[src/tsi_pkg.sv]
`default_nettype none
package tsi_pkg;
  localparam int CLK_NS          = 8;
  localparam int I2C_QUARTER_NS  = 2500;
  localparam int I2C_QUARTER_CYC = (I2C_QUARTER_NS + CLK_NS - 1) / CLK_NS;
  localparam int MS_NS           = 1000000;
  localparam int MS_CYC          = MS_NS / CLK_NS;

  localparam logic [7:0] CH_WRITE   = 8'h77;
  localparam logic [7:0] CH_READ    = 8'h72;
  localparam logic [7:0] CH_COMMENT = 8'h23;
  localparam logic [7:0] CH_BREAK   = 8'h62;
  localparam logic [7:0] CH_DELAY   = 8'h64;
  localparam logic [7:0] CH_CR      = 8'h0D;

  localparam logic [5:0] SLV_PATTERN = 6'h24;
  localparam logic       DIR_READ    = 1'b1;
  localparam logic       DIR_WRITE   = 1'b0;
  localparam int         CTRL_FLAG_BIT = 7;
  localparam logic [7:0] CTRL_RES10    = 8'h80;

  localparam int RD_FIRST_POS = 1;
  localparam int RD_CNT_POS   = 2;
  localparam int RD_STRIDE    = 3;
  localparam int WR_FIRST_POS = 1;
  localparam int WR_MIN_LEN   = 2;

  localparam logic [7:0] REG_X       = 8'h00;
  localparam logic [7:0] REG_Y       = 8'h08;
  localparam logic [7:0] REG_PRESS_A = 8'h10;
  localparam logic [7:0] REG_PRESS_B = 8'h18;
  localparam logic [7:0] REG_AUX     = 8'h20;
  localparam logic [7:0] REG_TEMP_A  = 8'h28;
  localparam logic [7:0] REG_TEMP_B  = 8'h30;

  localparam logic [2:0] FLD_X       = 3'h0;
  localparam logic [2:0] FLD_Y       = 3'h1;
  localparam logic [2:0] FLD_PRESS_A = 3'h2;
  localparam logic [2:0] FLD_PRESS_B = 3'h3;
  localparam logic [2:0] FLD_AUX     = 3'h4;
  localparam logic [2:0] FLD_TEMP_A  = 3'h5;
  localparam logic [2:0] FLD_TEMP_B  = 3'h6;
  localparam logic [2:0] FLD_NONE    = 3'h7;
  localparam int         NFIELD      = 7;
  localparam logic [15:0] NOT_UPDATED = 16'h270F;

  typedef enum logic [1:0] {OP_START, OP_BYTE, OP_STOP} tsi_op_t;

  typedef struct packed {
    tsi_op_t    op;
    logic       rd;
    logic       nack;
    logic [7:0] data;
  } tsi_i2c_cmd_t;

  typedef struct packed {
    logic [7:0]  reg_addr;
    logic [15:0] data;
  } tsi_rd_word_t;

  typedef struct packed {
    logic [31:0] stamp;
    logic [15:0] x;
    logic [15:0] y;
    logic [15:0] first_pressure_reading;
    logic [15:0] second_pressure_reading;
    logic [15:0] aux;
    logic [15:0] first_temperature_reading;
    logic [15:0] second_temperature_reading;
  } tsi_log_row_t;
endpackage
`default_nettype wire

[src/tsi_tick.sv]
`timescale 1ns/1ns
`default_nettype none
module tsi_tick #(
  parameter int DIV = 125000
) (
  input  wire logic clk,
  input  wire logic rst_n,
  output logic      tick
);
  localparam int CW = (DIV > 1) ? $clog2(DIV) : 1;
  logic [CW-1:0] cnt_r;

  always_ff @(posedge clk or negedge rst_n) begin
    if (!rst_n) begin
      cnt_r <= '0;
      tick  <= 1'b0;
    end else begin
      tick <= (cnt_r == CW'(DIV - 1));
      if (cnt_r == CW'(DIV - 1)) begin
        cnt_r <= '0;
      end else begin
        cnt_r <= cnt_r + 1'b1;
      end
    end
  end
endmodule
`default_nettype wire

[src/tsi_i2c_eng.sv]
`timescale 1ns/1ns
`default_nettype none
module tsi_i2c_eng
  import tsi_pkg::*;
#(
  parameter int QCYC = I2C_QUARTER_CYC
) (
  input  wire logic         clk,
  input  wire logic         rst_n,
  input  wire logic         cmd_valid,
  input  wire tsi_i2c_cmd_t cmd,
  output logic              cmd_ready,
  output logic              done,
  output logic [7:0]        rdata,
  output logic              nack,
  input  wire logic         scl_i,
  output logic              scl_o,
  output logic              scl_oe_n,
  input  wire logic         sda_i,
  output logic              sda_o,
  output logic              sda_oe_n
);
  typedef enum {E_IDLE, E_START, E_BITS, E_STOP} tsi_eng_st_t;
  tsi_eng_st_t st_r;
  logic [1:0]  q_r;
  logic [3:0]  bitn_r;
  logic [8:0]  tx_r;
  logic [8:0]  rx_r;
  logic        scl_m_r, scl_s_r, sda_m_r, sda_s_r;
  logic        qtick;
  logic        adv;

  tsi_tick #(.DIV(QCYC)) u_qtick (.clk(clk), .rst_n(rst_n), .tick(qtick));

  always_ff @(posedge clk or negedge rst_n) begin
    if (!rst_n) begin
      scl_m_r <= 1'b1;
      scl_s_r <= 1'b1;
      sda_m_r <= 1'b1;
      sda_s_r <= 1'b1;
    end else begin
      scl_m_r <= scl_i;
      scl_s_r <= scl_m_r;
      sda_m_r <= sda_i;
      sda_s_r <= sda_m_r;
    end
  end

  // A slave stretching the clock holds the quarter sequence
  assign adv = qtick && !(scl_oe_n && !scl_s_r);

  always_ff @(posedge clk or negedge rst_n) begin
    if (!rst_n) begin
      st_r      <= E_IDLE;
      q_r       <= 2'h0;
      bitn_r    <= 4'h0;
      tx_r      <= 9'h1FF;
      rx_r      <= 9'h000;
      cmd_ready <= 1'b1;
      done      <= 1'b0;
      rdata     <= 8'h00;
      nack      <= 1'b0;
      scl_o     <= 1'b0;
      sda_o     <= 1'b0;
      scl_oe_n  <= 1'b1;
      sda_oe_n  <= 1'b1;
    end else begin
      done  <= 1'b0;
      scl_o <= 1'b0;
      sda_o <= 1'b0;
      case (st_r)
        E_IDLE: if (cmd_valid && cmd_ready) begin
          cmd_ready <= 1'b0;
          q_r       <= 2'h0;
          bitn_r    <= 4'h0;
          tx_r      <= cmd.rd ? {8'hFF, cmd.nack} : {cmd.data, 1'b1};
          case (cmd.op)
            OP_START: st_r <= E_START;
            OP_BYTE:  st_r <= E_BITS;
            default:  st_r <= E_STOP;
          endcase
        end
        E_START: if (adv) begin
          q_r <= q_r + 1'b1;
          case (q_r)
            2'h0: sda_oe_n <= 1'b1;
            2'h1: scl_oe_n <= 1'b1;
            2'h2: sda_oe_n <= 1'b0;
            default: begin
              scl_oe_n  <= 1'b0;
              st_r      <= E_IDLE;
              done      <= 1'b1;
              cmd_ready <= 1'b1;
            end
          endcase
        end
        E_BITS: if (adv) begin
          q_r <= q_r + 1'b1;
          case (q_r)
            2'h0: sda_oe_n <= tx_r[8];
            2'h1: scl_oe_n <= 1'b1;
            2'h2: begin
              rx_r <= {rx_r[7:0], sda_s_r};
              tx_r <= {tx_r[7:0], 1'b1};
            end
            default: begin
              scl_oe_n <= 1'b0;
              if (bitn_r == 4'h8) begin
                rdata     <= rx_r[8:1];
                nack      <= rx_r[0];
                st_r      <= E_IDLE;
                done      <= 1'b1;
                cmd_ready <= 1'b1;
              end else begin
                bitn_r <= bitn_r + 1'b1;
              end
            end
          endcase
        end
        E_STOP: if (adv) begin
          q_r <= q_r + 1'b1;
          case (q_r)
            2'h0: sda_oe_n <= 1'b0;
            2'h1: scl_oe_n <= 1'b1;
            2'h2: sda_oe_n <= 1'b1;
            default: begin
              st_r      <= E_IDLE;
              done      <= 1'b1;
              cmd_ready <= 1'b1;
            end
          endcase
        end
        default: st_r <= E_IDLE;
      endcase
    end
  end
endmodule
`default_nettype wire

[src/tsi_interp.sv]
`timescale 1ns/1ns
`default_nettype none
module tsi_interp
  import tsi_pkg::*;
#(
  parameter int BUF_DEPTH = 16,
  parameter int MS_CYCLES = MS_CYC,
  parameter int QCYC      = I2C_QUARTER_CYC
) (
  input  wire logic   clk,
  input  wire logic   rst_n,
  input  wire logic   in_valid,
  input  wire logic [7:0] in_char,
  output logic        in_ready,
  input  wire logic   resume,
  input  wire logic   restart,
  input  wire logic   log_start,
  input  wire logic   log_stop,
  input  wire logic   address_select_jumper,
  input  wire logic   scl_i,
  output logic        scl_o,
  output logic        scl_oe_n,
  input  wire logic   sda_i,
  output logic        sda_o,
  output logic        sda_oe_n,
  output logic        busy,
  output logic        halted,
  output logic        nack_err,
  output logic        res10,
  output logic        rd_valid,
  output tsi_rd_word_t rd_word,
  output logic        row_valid,
  output tsi_log_row_t row
);
  localparam int IW = $clog2(BUF_DEPTH);
  localparam int LW = IW + 1;

  typedef enum {S_RX, S_EXEC, S_START1, S_ADDR1, S_DATA, S_START2, S_ADDR2,
                S_RD_HI, S_RD_LO, S_STOP, S_DELAY, S_BREAK, S_END} tsi_st_t;

  function automatic logic [4:0] hexd(input logic [7:0] c);
    if (c >= 8'h30 && c <= 8'h39) hexd = {1'b1, c[3:0]};
    else if ((c >= 8'h41 && c <= 8'h46) || (c >= 8'h61 && c <= 8'h66))
      hexd = {1'b1, c[3:0] + 4'h9};
    else hexd = 5'h00;
  endfunction

  function automatic logic [2:0] field_of(input logic [7:0] r);
    case (r)
      REG_X:       field_of = FLD_X;
      REG_Y:       field_of = FLD_Y;
      REG_PRESS_A: field_of = FLD_PRESS_A;
      REG_PRESS_B: field_of = FLD_PRESS_B;
      REG_AUX:     field_of = FLD_AUX;
      REG_TEMP_A:  field_of = FLD_TEMP_A;
      REG_TEMP_B:  field_of = FLD_TEMP_B;
      default:     field_of = FLD_NONE;
    endcase
  endfunction

  tsi_st_t      st_r;
  logic [7:0]   buf_r [BUF_DEPTH];
  logic [LW-1:0] len_r, ptr_r;
  logic [7:0]   cmd_ch_r, rd_left_r, hi_byte_r;
  logic [3:0]   hi_r;
  logic         half_r, first_r, sent_r, fail_r, in_ready_r, busy_r, halted_r;
  logic         nack_err_r, res10_r, rd_valid_r, row_valid_r, log_on_r;
  logic         touch_seen_r, any_seen_r;
  logic         sel_m_r, slave_address_select_bit;
  logic [15:0]  dly_r;
  logic [31:0]  stamp_r;
  logic [15:0]  meas_r [NFIELD];
  tsi_rd_word_t rd_word_r;
  tsi_log_row_t row_r;
  tsi_i2c_cmd_t cmd_r, ncmd;
  logic         cmd_v_r, i2c_rdy, i2c_done, i2c_nack, ms_tick;
  logic [7:0]   i2c_rdata;
  logic [4:0]   hx;
  logic [7:0]   cur_byte;
  logic         is_bus, is_read, ctrl_only;

  assign hx        = hexd(in_char);
  assign cur_byte  = buf_r[ptr_r[IW-1:0]];
  assign is_read   = (cmd_ch_r == CH_READ);
  assign ctrl_only = !is_read && ptr_r == LW'(WR_FIRST_POS) && cur_byte[CTRL_FLAG_BIT];
  assign is_bus    = st_r inside {S_START1, S_ADDR1, S_DATA, S_START2, S_ADDR2,
                                  S_RD_HI, S_RD_LO, S_STOP};
  assign in_ready  = in_ready_r;
  assign busy      = busy_r;
  assign halted    = halted_r;
  assign nack_err  = nack_err_r;
  assign res10     = res10_r;
  assign rd_valid  = rd_valid_r;
  assign rd_word   = rd_word_r;
  assign row_valid = row_valid_r;
  assign row       = row_r;

  tsi_tick #(.DIV(MS_CYCLES)) u_ms (.clk(clk), .rst_n(rst_n), .tick(ms_tick));

  tsi_i2c_eng #(.QCYC(QCYC)) u_eng (
    .clk(clk), .rst_n(rst_n), .cmd_valid(cmd_v_r), .cmd(cmd_r), .cmd_ready(i2c_rdy),
    .done(i2c_done), .rdata(i2c_rdata), .nack(i2c_nack),
    .scl_i(scl_i), .scl_o(scl_o), .scl_oe_n(scl_oe_n),
    .sda_i(sda_i), .sda_o(sda_o), .sda_oe_n(sda_oe_n));

  // Jumper is a board pin, so it is synchronised before use
  always_ff @(posedge clk or negedge rst_n) begin
    if (!rst_n) begin
      sel_m_r                  <= 1'b0;
      slave_address_select_bit <= 1'b0;
    end else begin
      sel_m_r                  <= address_select_jumper;
      slave_address_select_bit <= sel_m_r;
    end
  end

  always_comb begin
    ncmd = '{op: OP_BYTE, rd: 1'b0, nack: 1'b0, data: cur_byte};
    case (st_r)
      S_START1, S_START2: ncmd.op = OP_START;
      S_ADDR1: ncmd.data = {SLV_PATTERN, slave_address_select_bit, DIR_WRITE};
      S_ADDR2: ncmd.data = {SLV_PATTERN, slave_address_select_bit, DIR_READ};
      S_RD_HI: ncmd.rd = 1'b1;
      S_RD_LO: begin
        ncmd.rd   = 1'b1;
        ncmd.nack = 1'b1;
      end
      S_STOP:  ncmd.op = OP_STOP;
      default: ncmd.op = OP_BYTE;
    endcase
  end

  // One engine request per bus state (one per byte in S_DATA), held until the engine takes it
  always_ff @(posedge clk or negedge rst_n) begin
    if (!rst_n) begin
      cmd_v_r <= 1'b0;
      cmd_r   <= '0;
      sent_r  <= 1'b0;
    end else if (cmd_v_r) begin
      if (i2c_rdy) cmd_v_r <= 1'b0;
    end else if (i2c_done) begin
      sent_r <= 1'b0;
    end else if (is_bus && !sent_r) begin
      cmd_v_r <= 1'b1;
      cmd_r   <= ncmd;
      sent_r  <= 1'b1;
    end
  end

  always_ff @(posedge clk or negedge rst_n) begin
    if (!rst_n) begin
      st_r <= S_RX;
      for (int i = 0; i < BUF_DEPTH; i++) buf_r[i] <= 8'h00;
      len_r <= '0; ptr_r <= '0; cmd_ch_r <= 8'h00; hi_r <= 4'h0;
      half_r <= 1'b0; first_r <= 1'b1; fail_r <= 1'b0; in_ready_r <= 1'b1;
      busy_r <= 1'b0; halted_r <= 1'b0; nack_err_r <= 1'b0; rd_valid_r <= 1'b0;
      rd_left_r <= 8'h00; hi_byte_r <= 8'h00; dly_r <= 16'h0000; rd_word_r <= '0;
    end else begin
      nack_err_r <= 1'b0;
      rd_valid_r <= 1'b0;
      case (st_r)
        S_RX: if (in_valid && in_ready_r) begin
          if (in_char == CH_CR) begin
            if (!first_r) begin
              in_ready_r <= 1'b0;
              busy_r     <= 1'b1;
              st_r       <= S_EXEC;
            end
          end else if (first_r) begin
            cmd_ch_r <= in_char;
            first_r  <= 1'b0;
          end else if (hx[4]) begin
            if (half_r) begin
              // Bytes past the buffer depth are dropped
              if (len_r < LW'(BUF_DEPTH)) begin
                buf_r[len_r[IW-1:0]] <= {hi_r, hx[3:0]};
                len_r <= len_r + 1'b1;
              end
            end else begin
              hi_r <= hx[3:0];
            end
            half_r <= !half_r;
          end
        end
        S_EXEC: begin
          ptr_r     <= LW'(RD_FIRST_POS);
          rd_left_r <= buf_r[RD_CNT_POS];
          fail_r    <= 1'b0;
          case (cmd_ch_r)
            CH_WRITE: st_r <= (len_r >= LW'(WR_MIN_LEN)) ? S_START1 : S_END;
            CH_READ:  st_r <= (len_r > LW'(RD_CNT_POS) && buf_r[RD_CNT_POS] != 8'h00) ?
                              S_START1 : S_END;
            CH_DELAY: begin
              dly_r <= (len_r == '0) ? 16'h0000 :
                       (len_r == LW'(1)) ? {8'h00, buf_r[0]} : {buf_r[0], buf_r[1]};
              st_r  <= S_DELAY;
            end
            CH_BREAK: begin
              halted_r <= 1'b1;
              st_r     <= S_BREAK;
            end
            default:  st_r <= S_END;
          endcase
        end
        S_START1: if (i2c_done) st_r <= S_ADDR1;
        S_ADDR1, S_ADDR2, S_DATA: if (i2c_done) begin
          if (i2c_nack) begin
            nack_err_r <= 1'b1;
            fail_r     <= 1'b1;
            st_r       <= S_STOP;
          end else if (st_r == S_ADDR1) begin
            st_r <= S_DATA;
          end else if (st_r == S_ADDR2) begin
            st_r <= S_RD_HI;
          end else if (is_read) begin
            st_r <= S_START2;
          end else if (ctrl_only || ptr_r + 1'b1 >= len_r) begin
            st_r <= S_STOP;
          end else begin
            ptr_r <= ptr_r + 1'b1;
          end
        end
        S_START2: if (i2c_done) st_r <= S_ADDR2;
        S_RD_HI: if (i2c_done) begin
          hi_byte_r <= i2c_rdata;
          st_r      <= S_RD_LO;
        end
        S_RD_LO: if (i2c_done) begin
          rd_word_r  <= '{reg_addr: cur_byte, data: {hi_byte_r, i2c_rdata}};
          rd_valid_r <= 1'b1;
          ptr_r      <= ptr_r + LW'(RD_STRIDE);
          rd_left_r  <= rd_left_r - 1'b1;
          st_r       <= S_STOP;
        end
        S_STOP: if (i2c_done) begin
          // Next register only after this transfer's stop has gone out
          st_r <= (is_read && !fail_r && rd_left_r != 8'h00 && ptr_r < len_r) ?
                  S_START1 : S_END;
        end
        S_DELAY: if (ms_tick) begin
          // One tick more than the count, since the first one is partial
          if (dly_r == 16'h0000) st_r <= S_END;
          else dly_r <= dly_r - 1'b1;
        end
        S_BREAK: if (resume || restart) begin
          halted_r <= 1'b0;
          st_r     <= S_END;
        end
        S_END: begin
          in_ready_r <= 1'b1;
          busy_r     <= 1'b0;
          first_r    <= 1'b1;
          half_r     <= 1'b0;
          len_r      <= '0;
          st_r       <= S_RX;
        end
        default: st_r <= S_END;
      endcase
    end
  end

  always_ff @(posedge clk or negedge rst_n) begin
    if (!rst_n) begin
      res10_r <= 1'b0;
    end else if (st_r == S_DATA && i2c_done && !i2c_nack && ctrl_only) begin
      res10_r <= (cur_byte == CTRL_RES10);
    end
  end

  always_ff @(posedge clk or negedge rst_n) begin
    if (!rst_n) stamp_r <= 32'h0000_0000;
    else if (ms_tick) stamp_r <= stamp_r + 1'b1;
  end

  always_ff @(posedge clk or negedge rst_n) begin
    if (!rst_n) begin
      log_on_r     <= 1'b0;
      touch_seen_r <= 1'b0;
      any_seen_r   <= 1'b0;
      row_valid_r  <= 1'b0;
      row_r        <= '0;
      for (int i = 0; i < NFIELD; i++) meas_r[i] <= NOT_UPDATED;
    end else begin
      if (log_stop) log_on_r <= 1'b0;
      else if (log_start) log_on_r <= 1'b1;
      if (st_r == S_EXEC || restart) begin
        touch_seen_r <= 1'b0;
        any_seen_r   <= 1'b0;
      end else if (st_r == S_RD_LO && i2c_done && field_of(cur_byte) != FLD_NONE) begin
        meas_r[field_of(cur_byte)] <= {hi_byte_r, i2c_rdata};
        any_seen_r <= 1'b1;
        if (field_of(cur_byte) <= FLD_PRESS_B) touch_seen_r <= 1'b1;
      end
      row_valid_r <= (st_r == S_END) && log_on_r && any_seen_r;
      if (st_r == S_END) begin
        row_r.stamp <= stamp_r;
        row_r.x <= touch_seen_r ? meas_r[FLD_X] : NOT_UPDATED;
        row_r.y <= touch_seen_r ? meas_r[FLD_Y] : NOT_UPDATED;
        row_r.first_pressure_reading  <= touch_seen_r ? meas_r[FLD_PRESS_A] : NOT_UPDATED;
        row_r.second_pressure_reading <= touch_seen_r ? meas_r[FLD_PRESS_B] : NOT_UPDATED;
        row_r.aux <= touch_seen_r ? NOT_UPDATED : meas_r[FLD_AUX];
        row_r.first_temperature_reading  <= touch_seen_r ? NOT_UPDATED : meas_r[FLD_TEMP_A];
        row_r.second_temperature_reading <= touch_seen_r ? NOT_UPDATED : meas_r[FLD_TEMP_B];
      end
    end
  end
endmodule
`default_nettype wire

[config.mk]
export PLATFORM = sky130hd
export DESIGN_NAME = tsi_interp
export DESIGN_NICKNAME = d
export VERILOG_FILES = /design/src/tsi_pkg.sv /design/src/tsi_tick.sv /design/src/tsi_i2c_eng.sv /design/src/tsi_interp.sv
export SDC_FILE = /design/constraint.sdc
export NUM_CORES = 1
export LEC_CHECK = 0
export BUFFER_PORTS_ARGS = -buffer_cell sky130_fd_sc_hd__buf_2
export CAP_MARGIN = 20
export CORE_ASPECT_RATIO = 0.9
export CORE_MARGIN = 2
export CORE_UTILIZATION = 25
export DETAILED_ROUTE_END_ITERATION = 10
export GPL_TIMING_DRIVEN = 0
export PLACE_DENSITY = 0.37
export SLEW_MARGIN = 20
export SYNTH_ARGS = -nofsm -noshare
export SYNTH_HDL_FRONTEND = slang
export SYNTH_SLANG_ARGS = --single-unit
[constraint.sdc]
create_clock -name clk -period 4.9 [get_ports clk]
set_input_delay 0.98 -clock clk [delete_from_list [all_inputs] [get_ports clk]]
set_output_delay 0.98 -clock clk [all_outputs]
set_load 0.005 [all_outputs]
* Word-level counts from Yosys, hierarchy flattened
Cells that the tools add are included.
** Operators by class
- Magnitude comparators :: 17
- Muxes and demuxes :: 159
- Reductions and logical operators :: 95
- $add $sub $neg :: 11
- Equality and inequality tests :: 85
- Bitwise logic cells :: 10
** Operators with widths (count)
- two-way mux 32 bit :: 23
- case mux 32 bit (11 select lines) :: 1
- equality test 32 x 4 -> 1 bit, second input constant :: 7
- two-way mux 16 bit :: 13
- equality test 32 x 2 -> 1 bit, second input constant :: 5
- equality test 32 x 3 -> 1 bit, second input constant :: 5
- bitwise mux 128 bit :: 1
- bitwise mux 112 bit :: 1
- case mux 32 bit (3 select lines) :: 1
- two-way mux 5 bit :: 15
- equality test 32 x 1 -> 1 bit, second input constant :: 2
- equality test 32 x 5 -> 1 bit, second input constant :: 2
- zero test 32 bit :: 2
- two-way mux 1 bit :: 54
- demux 16 bit (select 3 bit) :: 1
- two-way mux 9 bit :: 5
- inequality test 2 bit, second input constant :: 21
- inequality test 2 x 1 -> 1 bit, second input constant :: 19
- adder 32 x 1 -> 32 bit, second input constant :: 1
- binary-select mux 8 bit (select 4 bit) :: 1
- demux 8 bit (select 4 bit) :: 1
- equality test 8 x 7 -> 1 bit, second input constant :: 4
- two-way mux 8 bit :: 4
- case mux 16 bit (2 select lines) :: 1
- other kinds (73) :: 187
** Word-level totals
- Input bits :: 18
- Register bits after elaboration :: 656
- Logic and storage cells :: 459
- Output and inout bits :: 179

* Depth between registers and ports, before layout
- Depth in word-level cells :: 17
- Depth in mapped cells :: 13
- Mapped depth without buffers :: 10

* Modules after synthesis
A second synthesis with hierarchy kept.
** Second synthesis, totals
- Cells, all modules :: 2393
- Area total of the unflattened synthesis :: 26708.1 µm²
** Modules (own cells, without submodules)
- tsi_interp :: instances 1, cells each 2089, area an instance 23144.7 µm², sequential area each 13260.2 µm²
- tsi_i2c_eng :: instances 1, cells each 187, area an instance 2199.6 µm², sequential area each 1096.1 µm²
- tsi_tick at u_ms :: instances 1, cells each 77, area an instance 874.6 µm², sequential area each 450.4 µm²
- tsi_tick at u_eng.u_qtick :: instances 1, cells each 40, area an instance 489.2 µm², sequential area each 250.2 µm²

* Worst setup path after synthesis
Ideal clock, no wire load.
- Kind :: input -> register
- From :: input port in_char[3]
- To :: register buf_r[5] (netlist name)
- Stages :: 8
- Setup slack :: 1.772 ns
- Setup time :: 0.125 ns
- Required time :: 4.775 ns
- Buffers on the path :: 2
- Data arrival time :: 3.003 ns
- Path through :: or4b_1 a311oi_2 nor2_1 nor2_2 buf_2 nand3_1 buf_2 mux2_2
** Between the ends
- Cells in the longest elaborated chain, start to end :: 6
- Elaborated cells on any way between the ends :: 15
- Those cells by class :: order compare (6); eq/ne (1); mux (2); bitwise (1); reduce/logical (5)
** Ends and longest elaborated chain
- start, declared :: line tsi_interp.sv:13 : input wire logic [7:0] in_char,
- greater-or-equal comparator 8 x 7 -> 1 bit / less-or-equal comparator 8 x 7 -> 1 bit (equally long branches) :: line tsi_interp.sv:43 : else if ((c >= 8'h41 && c <= 8'h46) || (c >= 8'h61 && c <= 8'h66))
- logical AND 1 bit :: line tsi_interp.sv:43
- logical OR 1 bit :: line tsi_interp.sv:43
- two-way mux 5 bit :: line tsi_interp.sv:43
- two-way mux 5 bit :: line tsi_interp.sv:42 : if (c >= 8'h30 && c <= 8'h39) hexd = {1'b1, c[3:0]};
- AND reduction 7 bit (no source line) *
- end signal, assigned by index :: line tsi_interp.sv:176 : buf_r[len_r[IW-1:0]] <= {hi_r, hx[3:0]};
- end, declared :: line tsi_interp.sv:62 : logic [7:0] buf_r [BUF_DEPTH];
Mark *: on every way between the ends. The rest lies on a longest branch, timed or not.
A chain may end at the register's enable or synchronous reset.

* Worst setup path in the final report
- From :: register ptr_r[1]
- To :: register meas_r[91] (netlist name)
** Between the ends
- Cells in the longest elaborated chain, start to end :: 14
- Elaborated cells on any way between the ends :: 25
- Those cells by class :: order compare (2); eq/ne (7); mux (10); bitwise (2); reduce/logical (4)
** Ends and longest elaborated chain
- start, declared :: line tsi_interp.sv:63 : logic [LW-1:0] len_r, ptr_r;
- start signal, assigned :: line tsi_interp.sv:186 : ptr_r <= LW'(RD_FIRST_POS);
- start signal, assigned :: line tsi_interp.sv:220 : ptr_r <= ptr_r + 1'b1;
- start signal, assigned :: line tsi_interp.sv:231 : ptr_r <= ptr_r + LW'(RD_STRIDE);
- NOT 4 -> 5 bit (implied by the code) * :: line tsi_interp.sv:83 : assign cur_byte = buf_r[ptr_r[IW-1:0]];
- binary-select mux 8 bit (select 4 bit) * :: line tsi_interp.sv:83
- two-way mux 8 bit (implied by the code) * (2 in a row) :: line tsi_interp.sv:83
- equality test 8 x 6 -> 1 bit (tied with other cells) :: line tsi_interp.sv:49 : case (r)
- case mux 3 bit (7 select lines) * :: line tsi_interp.sv:49
- two-way mux 3 bit :: line tsi_interp.sv:289 : end else if (st_r == S_RD_LO && i2c_done && field_of(cur_byte) != FLD_NONE) begin
- two-way mux 3 bit :: line tsi_interp.sv:286 : if (st_r == S_EXEC || restart) begin
- NOT 3 -> 4 bit (implied by the code) :: line tsi_interp.sv:290 : meas_r[field_of(cur_byte)] <= {hi_byte_r, i2c_rdata};
- greater-or-equal comparator 4 bit (implied by the code) / < comparator 4 x 1 -> 1 bit (equally long branches) :: line tsi_interp.sv:290
- logical AND 1 bit (implied by the code) :: line tsi_interp.sv:290
- two-way mux 16 bit (implied by the code) :: line tsi_interp.sv:290
- demux 16 bit (select 3 bit) :: line tsi_interp.sv:290
- bitwise mux 112 bit :: line tsi_interp.sv:290
- end signal, assigned by index :: line tsi_interp.sv:290
- end, declared :: line tsi_interp.sv:72 : logic [15:0] meas_r [NFIELD];
Mark *: on every way between the ends. The rest lies on a longest branch, timed or not. The select of a mux whose other input is x is not followed.

==> results.json <==
{
  "critical_path_class": "reg2reg",
  "setup_violations": 0,
  "cts_hold_buf": 0,
  "postRouteAntennaNets": 0,
  "async_flop_share_pct": 100,
  "drive_gt1_share_pct": 26.0,
  "dpl-instance-area_um2": 29600,
  "cts_resized": 0,
  "cts_root_buf": "clkbuf_16",
  "insertion_delay_ns": 0.64,
  "die-area_um2": 109000,
  "outcome": "complete, no violations",
  "stdcell_area_um2": 32000,
  "clk_pin_slew_ns": 0.06,
  "slew_viol_final": 0,
  "totalWireLength_um": 80100,
  "slew_headroom_pct": 33.4,
  "cts.path.max_buffers": 3,
  "grt_pass1_wl_um": 123000,
  "p_per_area_nw_per_um2": 420,
  "max_freq_mhz": 235,
  "rows": 113,
  "r2r_slack_ns": 0.64,
  "netlist_instances": 2373,
  "grt_pass1_vias": 19376,
  "setup_tns_ns": 0,
  "die_x_um": 348,
  "place_hpwl_um": 58000,
  "ir_drop_mv": 0.282,
  "antenna_found_initial": 6,
  "critical_path_required_ns": 5.40,
  "synth_cell_types": 83,
  "syn2layout_area_growth_pct": 19.8,
  "avgRoutedWirePerCell_um": 19.6,
  "drt_iter0_markers": 1148,
  "cts_setup_buffers": 0,
  "p_leak_nw": 15.1,
  "fin_crit_sh_pct": 86.9,
  "finalCriticalPeriod_ns": 4.26,
  "clock_sinks": 598,
  "synth_ff_type": "dfrtp_1",
  "synth_edf_count": 0,
  "numCtsBuffers": 75,
  "skew_ns": 0.0299,
  "cts_max_level": 3,
  "gp_congestion": 0.793,
  "die-height_um": 314,
  "critPathArrivalTime_ns": 4.75,
  "postSynthAreaPerCell_um2": 11.2,
  "final_common_cell": "dfrtp_1",
  "rsz0062_at_grt": "false",
  "via_per_inst": 4.59,
  "drc": 0,
  "grtUsageTotal_pct": 14.6,
  "layout_common_cells": "dfrtp_1, nand2_1, buf_2, mux2_2, o21ai_0",
  "pin_count": 197,
  "dr.pass1.iters": 6,
  "initial_core_util_pct": 25.3,
  "grt_max_degree": 97,
  "nNetsFinal": 2709,
  "synth_area_um2": 26700,
  "final_hold_viol_count": 0,
  "cts_tree": "done",
  "startpoint_type": "flip-flop",
  "maxCapViolations": 0,
  "numPortBuffers": 194,
  "synth_seq_cells": 598,
  "gr-total-overflow": 0,
  "worstPathMaxFanout": 10,
  "hp-class": "in2async",
  "ys_warn_count": 0,
  "total_power_w": 0.0134,
  "core_um2": 106000,
  "yosysSeqAreaShare_pct": 56.5,
  "tightest_slew_ns": 0.990,
  "dr_total_vias": 18768,
  "end_kind": "flip-flop"
}
state kept, by name, summed over array words and instances, names as in the netlist, 9 cells and up:
register	count
u_eng.rx_r	9
u_eng.tx_r	9
row	144
buf_r	128
cmd_r	12
u_eng.u_qtick.cnt_r	9
rd_word	24
u_ms.cnt_r	17
stamp_r	32
meas_r	112
dly_r	16
worst max-delay path, stage by stage (launching register included):
cell,delay [ns]
dfrtp_1,0.48
buf_2,0.41
buf_2,0.48
mux4_2,0.43
o22ai_1,0.18
a21oi_1,0.19
nor4_1,0.72
buf_4,0.38
nand4b_4,0.28
buf_6,0.28
mux2_4,0.30
path summary, 6_finish.rpt:
path / startpoint / end / cells after the start
worst max-delay path: ptr_r[1]$_DFFE_PN0P_ / meas_r[91]$_DFFE_PN0P_ / 10
worst max register to register: ptr_r[1]$_DFFE_PN0P_ / meas_r[91]$_DFFE_PN0P_ / 10
min in group clk: u_eng.sda_m_r$_DFF_PN1_ / u_eng.sda_s_r$_DFF_PN1_ / 0
worst min-delay path: rst_n / stamp_r[15]$_DFFE_PN0P_ / 1
worst min register to register: u_eng.sda_m_r$_DFF_PN1_ / u_eng.sda_s_r$_DFF_PN1_ / 0
max in group asynchronous: rst_n / u_eng.tx_r[3]$_DFFE_PN1P_ / 6
metal layers:
metal	global-route usage [%]	routed length (um)
met2	22.2	35100
met4	3.29	1510
met1	21.1	39000
met5	0	0
met3	3.32	4460
Yosys cell counts, types with 5 or more instances:
cell / instances / share of area (%)
dfstp_2: 74 / 7.3
mux2_4: 50 / 2.8
a31oi_1: 41 / 0.96
o21ai_0: 171 / 3.2
mux2_2: 190 / 8.0
xor2_1: 23 / 0.76
o221ai_1: 15 / 0.49
o22ai_1: 15 / 0.35
and4_1: 5 / 0.16
buf_6: 10 / 0.42
a22oi_1: 6 / 0.17
nand4_1: 8 / 0.19
buf_4: 6 / 0.17
a211oi_1: 8 / 0.23
and2_1: 5 / 0.12
xnor2_1: 37 / 1.2
buf_2: 15 / 0.28
o31ai_1: 6 / 0.17
nor4_1: 13 / 0.30
o21a_1: 7 / 0.20
inv_1: 74 / 1.0
nor3_1: 15 / 0.28
or4b_2: 6 / 0.23
nand3b_1: 26 / 0.73
ha_1: 38 / 1.8
mux4_2: 17 / 1.4
a21oi_1: 52 / 0.98
nand2_1: 422 / 5.9
nand2b_1: 9 / 0.21
buf_1: 10 / 0.14
dfrtp_1: 524 / 49
clkbuf_1: 89 / 1.3
and3_1: 22 / 0.52
mux2i_1: 42 / 1.6
nand3_1: 91 / 1.7
nor2b_1: 9 / 0.21
nor2_1: 136 / 1.9
a22o_1: 13 / 0.43
cell type report:
cell class              instances  area [um2]
clock inverters                17         196
clock buffers                 118        2160
repair buffers                202        1180
plain buffers                 131         624
multi-input cells            1570       10700
inverters                      75         282
diodes                          1        2.50
well taps                    1380        1730
flip-flops and latches        598       15100
fillers                     10936       73700
power breakdown:
part | internal [W] | leakage, nW | switching [W]
sequential | 0.00514 | 7.82 | 0.000211
combinational | 0.000801 | 6.18 | 0.00188
clock | 0.00319 | 1.15 | 0.00221
cell families (layout without fill, tap and decap cells):
| family | count (synthesis) | in the layout | share of synthesized area [%] |
|---|---|---|---|
| AOI/OAI and AO/OA | 370 | 370 | 8.50 |
| xor gates and xnor gates | 60 | 60 | 1.97 |
| adders and majority gates | 39 | 39 | 1.82 |
| buffers and inverters | 206 | 543 | 3.40 |
| DFF | 598 | 598 | 56.5 |
| muxes | 303 | 303 | 14.0 |
| other | 1 | 3 | 0.0141 |
| and+or+nand+nor | 796 | 796 | 13.8 |
metrics by stage:
| step | util [%] | cells | hold WS, ns | setup WS, ns |
|---|---|---|---|---|
| after floorplan | - | 2374 | 0.331 | 1.77 |
| after global placement | 27.8 | 3948 | 0.341 | -10.22 |
| after detailed placement | 28.0 | 3956 | 0.347 | 0.645 |
| after CTS | 30.2 | 4091 | 0.180 | 0.651 |
| after global routing | 30.3 | 4091 | 0.204 | 0.542 |
| final | 30.3 | 4092 | 0.220 | 0.642 |
Power figures use the tool's default switching activity.
